**src/phy_diag_pkg.sv**
```systemverilog
// phy_diag_pkg: register addresses, field positions and reset values of the
// diagnostic and transceiver gain control registers.
// assumes a 5-bit management register address and 16-bit register data.
package phyd_pkg;
  // management register addresses
  localparam logic [4:0]  ADDR_DIAG      = 5'h12;
  localparam logic [4:0]  ADDR_GAIN      = 5'h13;
  // reset values and the value read from unmapped addresses
  localparam logic [15:0] DIAG_RESET     = 16'h0000;
  localparam logic [15:0] GAIN_RESET     = 16'h4000;
  localparam logic [15:0] UNMAPPED_VALUE = 16'h0000;
  // diagnostic field positions
  localparam int          BIT_NEG_FAIL   = 12;
  localparam int          BIT_FULL_NEGOTIATED_FULL_DUPLEX  = 11;
  localparam int          BIT_RATE_100   = 10;
  localparam int          BIT_RX_SIGNAL  = 9;
  localparam int          BIT_RX_LOCK    = 8;
endpackage : phyd_pkg

```
**src/phyd_sync.sv**
```systemverilog
// phyd_sync: two-flop synchroniser for a vector of level inputs.
// assumes inputs are levels from outside the clk domain.
`timescale 1ns/10ps
module phyd_sync #(
  parameter int WIDTH = 1
) (
  // clock and reset
  input  wire logic             clk,
  input  wire logic             rst,
  // levels
  input  wire logic [WIDTH-1:0] asyncIn,
  output logic      [WIDTH-1:0] syncOut
);
  logic [WIDTH-1:0] stage1;       // first flop, read only by syncOut
  logic [WIDTH-1:0] next_stage1;
  logic [WIDTH-1:0] next_syncOut;

  // a vector of no bits cannot be synchronised; refuse it at elaboration
  if (WIDTH < 1) begin : g_width_check
    $error("phyd_sync WIDTH must be at least 1");
  end

  // next values of both stages
  always_comb begin
    next_stage1  = asyncIn;
    next_syncOut = stage1;
  end

  // register the stages; reset to a known low
  always_ff @(posedge clk) begin
    if (rst) begin
      stage1  <= '0;
      syncOut <= '0;
    end else begin
      stage1  <= next_stage1;
      syncOut <= next_syncOut;
    end
  end
endmodule : phyd_sync

```
**src/phyd_regs.sv**
```systemverilog
// phyd_regs: diagnostic register and transceiver gain control register of
// the transceiver management register space.
// assumes a one-cycle read strobe and write strobe from the management
// path on clk; status inputs come from other clock domains of the analog
// front end and are synchronised here.
// How it works
// - diagnostic register at 0x12, read-only, resets zero
// - bit 12 failure flag sticks, cleared by read
// - bit 11 shows negotiated full versus half duplex
// - bit 10 shows negotiated 100 versus 10 rate
// - bit 9 shows receive signal or Manchester data
// - bit 8 shows receive PLL lock
// - reserved bits read zero; software preserves them
// - gain control register at 0x13, resets 0x4000
`timescale 1ns/10ps
module phyd_regs (
  // clock and reset
  input  wire logic        clk,
  input  wire logic        rst,
  // management register access
  input  wire logic [4:0]  regAddr,
  input  wire logic        regRead,
  input  wire logic        regWrite,
  input  wire logic [15:0] regWdata,
  output logic      [15:0] regRdata,
  // negotiation engine, asynchronous levels
  input  wire logic        negDone,
  input  wire logic        negNoCommon,
  input  wire logic        negFullDuplex,
  input  wire logic        negRate100,
  // receiver status, asynchronous levels
  input  wire logic        rxSignalSeen,
  input  wire logic        rxPllLocked,
  // gain control output
  output logic      [15:0] gainControl
);
  // positions of the status levels inside the synchroniser vector
  localparam int SYNC_WIDTH     = 6;
  localparam int SYNC_DONE      = 5;
  localparam int SYNC_NO_COMMON = 4;
  localparam int SYNC_FULL_NEGOTIATED_FULL_DUPLEX = 3;
  localparam int SYNC_RATE_100  = 2;
  localparam int SYNC_RX_SIGNAL = 1;
  localparam int SYNC_RX_LOCK   = 0;

  logic [SYNC_WIDTH-1:0] syncIn;        // synchronised status levels
  logic        doneSync;                // negotiation done, synchronised
  logic        doneSeen;                // done level one cycle ago
  logic        doneRise;                // completion event
  logic        negotiationFailedFlag;   // sticky failure flag
  logic        negotiatedFullDuplex;    // latched duplex result
  logic        negotiatedRate100;       // latched rate result
  logic [15:0] diagValue;               // assembled diagnostic word
  logic        next_doneSeen;
  logic        next_failFlag;
  logic        next_fullDuplex;
  logic        next_rate100;
  logic [15:0] next_gain;
  logic [15:0] next_rdata;

  // status pins cross from the front end before anything reads them
  phyd_sync #(.WIDTH(SYNC_WIDTH)) u_sync (
    .clk     (clk),
    .rst     (rst),
    .asyncIn ({negDone, negNoCommon, negFullDuplex, negRate100,
               rxSignalSeen, rxPllLocked}),
    .syncOut (syncIn)
  );

  assign doneSync = syncIn[SYNC_DONE];
  // edge taken on synchronised level, so a long done pulse counts once
  assign doneRise = doneSync & ~doneSeen;

  // assemble the diagnostic word; all unnamed bits stay zero
  always_comb begin
    diagValue                            = phyd_pkg::DIAG_RESET;
    diagValue[phyd_pkg::BIT_NEG_FAIL]    = negotiationFailedFlag;
    diagValue[phyd_pkg::BIT_FULL_NEGOTIATED_FULL_DUPLEX]   = negotiatedFullDuplex;
    diagValue[phyd_pkg::BIT_RATE_100]    = negotiatedRate100;
    diagValue[phyd_pkg::BIT_RX_SIGNAL]   = syncIn[SYNC_RX_SIGNAL];
    diagValue[phyd_pkg::BIT_RX_LOCK]     = syncIn[SYNC_RX_LOCK];
  end

  // next state of the status flags and the gain register
  always_comb begin
    next_doneSeen   = doneSync;
    next_fullDuplex = negotiatedFullDuplex;
    next_rate100    = negotiatedRate100;
    next_failFlag   = negotiationFailedFlag;
    next_gain       = gainControl;
    next_rdata      = regRdata;
    // a read of the diagnostic register clears the failure flag
    if (regRead && regAddr == phyd_pkg::ADDR_DIAG) begin
      next_failFlag = 1'b0;
    end
    // a new failure in the read cycle wins over the clear
    if (doneRise && syncIn[SYNC_NO_COMMON]) begin
      next_failFlag = 1'b1;
    end
    // results move only when a negotiation finishes
    if (doneRise) begin
      next_fullDuplex = syncIn[SYNC_FULL_NEGOTIATED_FULL_DUPLEX];
      next_rate100    = syncIn[SYNC_RATE_100];
    end
    // gain register is the only writable one; writes elsewhere are dropped
    if (regWrite && regAddr == phyd_pkg::ADDR_GAIN) begin
      next_gain = regWdata;
    end
    // read data captured on the strobe and held until the next read
    if (regRead) begin
      case (regAddr)
        phyd_pkg::ADDR_DIAG: next_rdata = diagValue;
        phyd_pkg::ADDR_GAIN: next_rdata = gainControl;
        default:             next_rdata = phyd_pkg::UNMAPPED_VALUE;
      endcase
    end
  end

  // register everything; reset gives the documented values
  always_ff @(posedge clk) begin
    if (rst) begin
      doneSeen              <= 1'b0;
      negotiationFailedFlag <= 1'b0;
      negotiatedFullDuplex  <= 1'b0;
      negotiatedRate100     <= 1'b0;
      gainControl           <= phyd_pkg::GAIN_RESET;
      regRdata              <= '0;
    end else begin
      doneSeen              <= next_doneSeen;
      negotiationFailedFlag <= next_failFlag;
      negotiatedFullDuplex  <= next_fullDuplex;
      negotiatedRate100     <= next_rate100;
      gainControl           <= next_gain;
      regRdata              <= next_rdata;
    end
  end

  // failure event sets the flag on the next edge
  property p_fail_set;
    @(posedge clk) disable iff (rst)
      (doneRise && syncIn[4]) |=> negotiationFailedFlag;
  endproperty
  a_fail_set: assert property (p_fail_set) else $error("failure flag not set");

  // a read with no new failure clears the flag
  property p_fail_clear;
    @(posedge clk) disable iff (rst)
      (regRead && regAddr == phyd_pkg::ADDR_DIAG && !(doneRise && syncIn[4]))
        |=> !negotiationFailedFlag;
  endproperty
  a_fail_clear: assert property (p_fail_clear) else $error("failure flag not cleared");

  // the flag never sets without a failure event
  property p_fail_cause;
    @(posedge clk) disable iff (rst)
      $rose(negotiationFailedFlag) |-> $past(doneRise && syncIn[4]);
  endproperty
  a_fail_cause: assert property (p_fail_cause) else $error("failure flag set by itself");

  // duplex and rate hold between negotiations
  property p_result_hold;
    @(posedge clk) disable iff (rst)
      !doneRise |=> $stable({negotiatedFullDuplex, negotiatedRate100});
  endproperty
  a_result_hold: assert property (p_result_hold) else $error("result moved");

  // a completed negotiation loads duplex and rate
  property p_result_load;
    @(posedge clk) disable iff (rst)
      doneRise |=> (negotiatedFullDuplex == $past(syncIn[3]))
                && (negotiatedRate100 == $past(syncIn[2]));
  endproperty
  a_result_load: assert property (p_result_load) else $error("result not loaded");

  // diagnostic read returns zero in reserved bits
  property p_reserved_zero;
    @(posedge clk) disable iff (rst)
      (regRead && regAddr == phyd_pkg::ADDR_DIAG)
        |=> (regRdata[15:13] == 3'h0) && (regRdata[7:0] == 8'h00);
  endproperty
  a_reserved_zero: assert property (p_reserved_zero) else $error("reserved bits set");

  // diagnostic read shows receive status from the cycle of the strobe
  property p_rx_status;
    @(posedge clk) disable iff (rst)
      (regRead && regAddr == phyd_pkg::ADDR_DIAG)
        |=> (regRdata[9:8] == $past(syncIn[1:0]));
  endproperty
  a_rx_status: assert property (p_rx_status) else $error("receive status wrong");

  // gain write lands, and nothing else moves the gain
  property p_gain_write;
    @(posedge clk) disable iff (rst)
      (regWrite && regAddr == phyd_pkg::ADDR_GAIN) |=> gainControl == $past(regWdata);
  endproperty
  a_gain_write: assert property (p_gain_write) else $error("gain write lost");

  property p_gain_hold;
    @(posedge clk) disable iff (rst)
      !(regWrite && regAddr == phyd_pkg::ADDR_GAIN) |=> $stable(gainControl);
  endproperty
  a_gain_hold: assert property (p_gain_hold) else $error("gain moved");

  // diagnostic register cannot be written
  property p_diag_ro;
    @(posedge clk) disable iff (rst)
      (regWrite && !regRead && regAddr == phyd_pkg::ADDR_DIAG && !doneRise)
        |=> $stable({negotiationFailedFlag, negotiatedFullDuplex, negotiatedRate100});
  endproperty
  a_diag_ro: assert property (p_diag_ro) else $error("diagnostic register written");

  // a diagnostic read shows the latched flags as they stood at the strobe,
  // so a failure landing on the read edge is seen by the next read only
  property p_read_flags;
    @(posedge clk) disable iff (rst)
      (regRead && regAddr == phyd_pkg::ADDR_DIAG)
        |=> (regRdata[12:10] == $past({negotiationFailedFlag, negotiatedFullDuplex,
                                       negotiatedRate100}));
  endproperty
  a_read_flags: assert property (p_read_flags) else $error("diagnostic flags misread");

  // a gain read returns the register contents at the strobe
  property p_gain_read;
    @(posedge clk) disable iff (rst)
      (regRead && regAddr == phyd_pkg::ADDR_GAIN) |=> regRdata == $past(gainControl);
  endproperty
  a_gain_read: assert property (p_gain_read) else $error("gain read wrong");

  // reads outside the two registers return zero
  property p_unmapped_zero;
    @(posedge clk) disable iff (rst)
      (regRead && regAddr != phyd_pkg::ADDR_DIAG && regAddr != phyd_pkg::ADDR_GAIN)
        |=> regRdata == phyd_pkg::UNMAPPED_VALUE;
  endproperty
  a_unmapped_zero: assert property (p_unmapped_zero) else $error("unmapped read not zero");

  // read data stands until the next read strobe
  property p_rdata_hold;
    @(posedge clk) disable iff (rst)
      !regRead |=> $stable(regRdata);
  endproperty
  a_rdata_hold: assert property (p_rdata_hold) else $error("read data moved");
endmodule : phyd_regs

```
**config.mk**
```make
export PLATFORM = sky130hd
export DESIGN_NAME = phyd_regs
export DESIGN_NICKNAME = d
export VERILOG_FILES = /design/src/phy_diag_pkg.sv /design/src/phyd_sync.sv /design/src/phyd_regs.sv
export SDC_FILE = /design/constraint.sdc
export NUM_CORES = 1
export LEC_CHECK = 0
export ABC_AREA = 1
export BUFFER_PORTS_ARGS = -buffer_cell sky130_fd_sc_hd__buf_2
export CORE_UTILIZATION = 45
export DETAILED_ROUTE_END_ITERATION = 10
export PLACE_DENSITY_LB_ADDON = 0.12
export SLEW_MARGIN = 10
export SYNTH_ARGS = -nofsm -noshare
export SYNTH_HDL_FRONTEND = slang
export SYNTH_SLANG_ARGS = --single-unit
export TNS_END_PERCENT = 30
```
**constraint.sdc**
```tcl
create_clock -name clk -period 1.3 [get_ports clk]
set_input_delay 0.26 -clock clk [delete_from_list [all_inputs] [get_ports clk]]
set_output_delay 0.26 -clock clk [all_outputs]
set_load 0.05 [all_outputs]
```
After elaboration in Yosys (flattened, before gate mapping)
Index checks and enable logic that the tools add are counted.
W data, S select, Z words.

word-level totals
  flip-flop bits (word level) = 48
  bits of input ports = 31
  output and inout port bits = 32
  logic and storage cells = 19

cells by class
  equal/unequal tests = 2
  muxes and demuxes = 3
  bitwise gates (word level) = 2
  reductions and logical operators = 4

operator list
  operator              number
  $pmux W16 S2          1
  $eq A5 B5 Y1 const B  2
  $logic_and A1 B1 Y1   3
  $mux W1               2
  $reduce_bool A2 Y1    1
  $and A1 B1 Y1         1
  $not A1 Y1            1

Longest topological paths before layout
  word-level depth = 4
  depth in mapped cells = 8

Modules after synthesis
From an unflattened synthesis, not the netlist that was laid out.

unflattened totals
  cells, all modules = 249
  area, all modules = 1816.7 um^2

by module, submodules not included
  module     instances  cells an instance  area an instance (um^2)  seq. area each (um^2)
  phyd_regs  1          212                1475.2                   720.7
  phyd_sync  1          37                 341.6                    240.2

Worst setup path before layout
OpenSTA, ideal clock, no wires.

  kind = input -> register
  start = input port regAddr[3]
  end = register gainControl[10]
  data arrival time = 1021 ps
  data required time = 1184 ps
  slack = 163 ps
  stages on the path = 7
  path buffers = 1
  path through = nor2_4 -> nand3_4 -> nor2_8 -> inv_2 -> buf_6 -> nor2_1 -> nor2_1

on the way
  cells in the longest elaborated chain, start to end = 2

RTL lines
  item                    RTL line          RTL
  start: declaration      phyd_regs.sv:21   input wire logic [4:0] regAddr,
  $eq A5 B5 Y1            phyd_regs.sv:106  if (regWrite && regAddr == phyd_pkg::ADDR_GAIN) begin
  $logic_and A1 B1 Y1     phyd_regs.sv:106
  end signal: assignment  phyd_regs.sv:126  gainControl <= phyd_pkg::GAIN_RESET;
  end signal: assignment  phyd_regs.sv:133  gainControl <= next_gain;
  end: declaration        phyd_regs.sv:35   output logic [15:0] gainControl

Every way passes these cells.
A chain may end at the register's enable or synchronous reset.

Worst setup path in the final report
  start = register gainControl[15]
  end = output port gainControl[15]

No word-level cell between the ends.

==> impl_results.md <==
* Syn Nets at 258
* DRT antenna net count at 0
* Logic pwr share at under 10%
* Worst path slowest cell: dfxtp_1
* Initial antenna violation count at 0
* FILL cells at 357
* Max Fclk at 818 MHz
* RSZ-0062 raised after global routing: false
* Via/cell ratio at 4.60
* DRC at 0
* Cell Int Power at 2.01 mW
* TritonCTS clock tree: yes
* Global placement routability congestion at between 0.7 and 0.8
* Vias post-DR at 1,582
* TritonCTS Sinks at 48
* Seq pwr share at between 50 and 60%
* YS warnings at 0
* Row count at 22
* Largest net degree at the start of global routing at 25
* Top Ports at 63
* Hold WC Path Type: in -> reg
* Ranking of synthesized cells by area: dfxtp_1, nor2_1, nand2_1
* Post-DP HPWL at about 2.6 mm
* Worst-margin pin slew at 0.323 ns
* Die X at 64.4 um
* Total track usage at between 15 and 20%
* Final TNS setup at 0 ns
* # hold bufs at CTS at 0
* First-pass GRT wire length at 6.13 mm
* CP bufs+invs at 1
* Period utilisation layout at 94.0%
* CTS H-tree lvls at 2
* Reg2reg setup slack at 0.41 ns
* Clock power frac at 33.7%
* CTS max path bufs at 2
* Startpoint types: flop
* CP Max Fanout at 3
* CP cell instances: buf_2
* Final Setup Violations at 0
* Crit Path Class: reg -> out
* Drt first pass iters at 4
* Crit end category: output port
* Outcome: finished, final reports clean
* Routed wire per std cell at 10.4 um
* Die height at around 64 um
* Resize count post-CTS at 0
* Final net count at 326
* Clk slew on worst S/H paths at 0.07 ns
* NetSw at 587 uW
* Worst Skew at approximately 0.0056 ns
* Max Cap Violations at 0
* VDD IR max at 0.703 mV
* Critical Path RT at ~1.0 ns
* Crit. path cell count at 1
* Max-slew violations at 0
* Avg Cell Area, Syn at 7.71 sq um
* Num CTS Buffers at 5
* Sequential cell area at 961 sq um
* Post-CTS setup buffers at 0
* IO buf count at 62
* Yosys reg bits at 48
* Die Footprint at 4140 sq um
* Fin. Hold Viols at 0
* Total Power at approximately 2.6 mW
* Synth unique cells at 16
* Leak pwr at 1.17 nW
* WL final at 3.59 mm
* Worst-Skew Late Latency at 0.29 ns
* Syn Inst Count at 227
* Root Buffer Master: clkbuf_8
* Area share of the largest cell type after synthesis at 54.9%
* Power per Cell Area at 1170 nW/um^2
* DR iter-0 viols at 128
* Largest stage delay, worst path at 0.39 ns
* Area of the multi-input gates at 639 sq um
* Initial core utilization at 47.5%
* Slew headroom at around four fifths
* Core area at 3690 sq um
* FF-to-FF path depth at 5
* Min cycle time layout at 1.22 ns
* Register area share after synthesis at 54.9%
* Worst Hold Path Cells at 3
* Arrival time at the worst endpoint at approximately 0.96 ns
* GR Overflow Total at 0
* Switching share of power at 22.6%
* Syn-to-layout area delta at 27.2%
* Mapped Area at 1750 sq um
* Layout cells sized above 1 at 27.7%
* CP delay by family, top: flip-flops
* N_diodes at 0
* Vias in the first global route at 1,420
* Synth area leader: dfxtp_1
==> cell usage in the layout (no fill, tap or decap), drive strengths merged <==
cell    count
clkbuf      8
dfxtp      48
a21oi      12
o21ai      20
inv        28
nand4       6
nor2       58
buf        70
nand3       6
nand2      40
==> registers in the layout, summed over array words and instances (netlist names) <==
register	flops
regRdata	16
negotiationFailedFlag	1
u_sync.next_syncOut	6
negotiatedFullDuplex	1
u_sync.syncOut	6
negotiatedRate100	1
doneSeen	1
gainControl	16
==> synth_stat cells (all sizes together) <==
master and n:
nand3 6, nand4 6, inv 28, o21ai 20
nand2 40, dfxtp 48, buf 2, nor2 58
a21oi 12, clkbuf 7
==> worst paths after layout <==
path | start | to
setup / recovery | gainControl[15]$_SDFFE_PP0P_ | gainControl[15]
hold / removal | rxPllLocked | u_sync.next_syncOut[0]$_SDFF_PP0_
setup reg to reg | u_sync.syncOut[5]$_SDFF_PP0_ | negotiatedRate100$_SDFFE_PP0N_
hold reg to reg | u_sync.next_syncOut[3]$_SDFF_PP0_ | u_sync.syncOut[3]$_SDFF_PP0_
==> final cells by class <==
class,instances,area share (%)
timing repair buffer,70,16.6
clock buffer,8,4.05
multi-input combinational,142,28.7
tap,48,2.70
sequential,48,43.2
inverter,28,4.72
==> metrics by stage <==
stage / cell area, sq um / worst slack [ns] / hold WS [ns] / util (%) / std cells
after floorplan: 1750 / 0.163 / 0.367 / - / 227
final: 2230 / 0.0782 / 0.169 / 60.3 / 344
after detailed placement: 2140 / 0.0610 / 0.392 / 57.9 / 336
after global routing: 2230 / 0.0446 / 0.156 / 60.3 / 344
after global placement: 2140 / 0.0918 / 0.393 / 57.9 / 336
after CTS: 2230 / 0.0735 / 0.158 / 60.3 / 344
==> metal layers <==
metal / part of all wire [%] / track usage (%) / wire length (um) / vias up
met5: 0 / 0 / 0 / -
met4: 1.3 / 8.61 / 48 / 0
met3: 6.2 / 5.00 / 222 / 5
met2: 44 / 30.4 / 1580 / 48
met1: 48 / 24.7 / 1740 / 697
li1: - / - / - / 832
==> power by group through the flow <==
stage               registers [mW]  logic, mW  clock network [mW]
global placement              1.55      0.207                   0
floorplan                     1.59     0.0803                   0
CTS                           1.51      0.208               0.915
global route                  1.52      0.230               0.973
finish                        1.51      0.206               0.876
detailed placement            1.55      0.207                   0
==> cells by family (layout without fill, tap and decap cells) <==
| kind of cell | after synthesis | in the layout | synth area share (%) |
|---|---|---|---|
| AOI/OAI and AO/OA | 32 | 32 | 9.15 |
| buffers and inverters | 37 | 106 | 8.58 |
| DFF | 48 | 48 | 54.9 |
| and+or+nand+nor | 110 | 110 | 27.4 |
No activity file was read; power rests on OpenSTA's default activity.
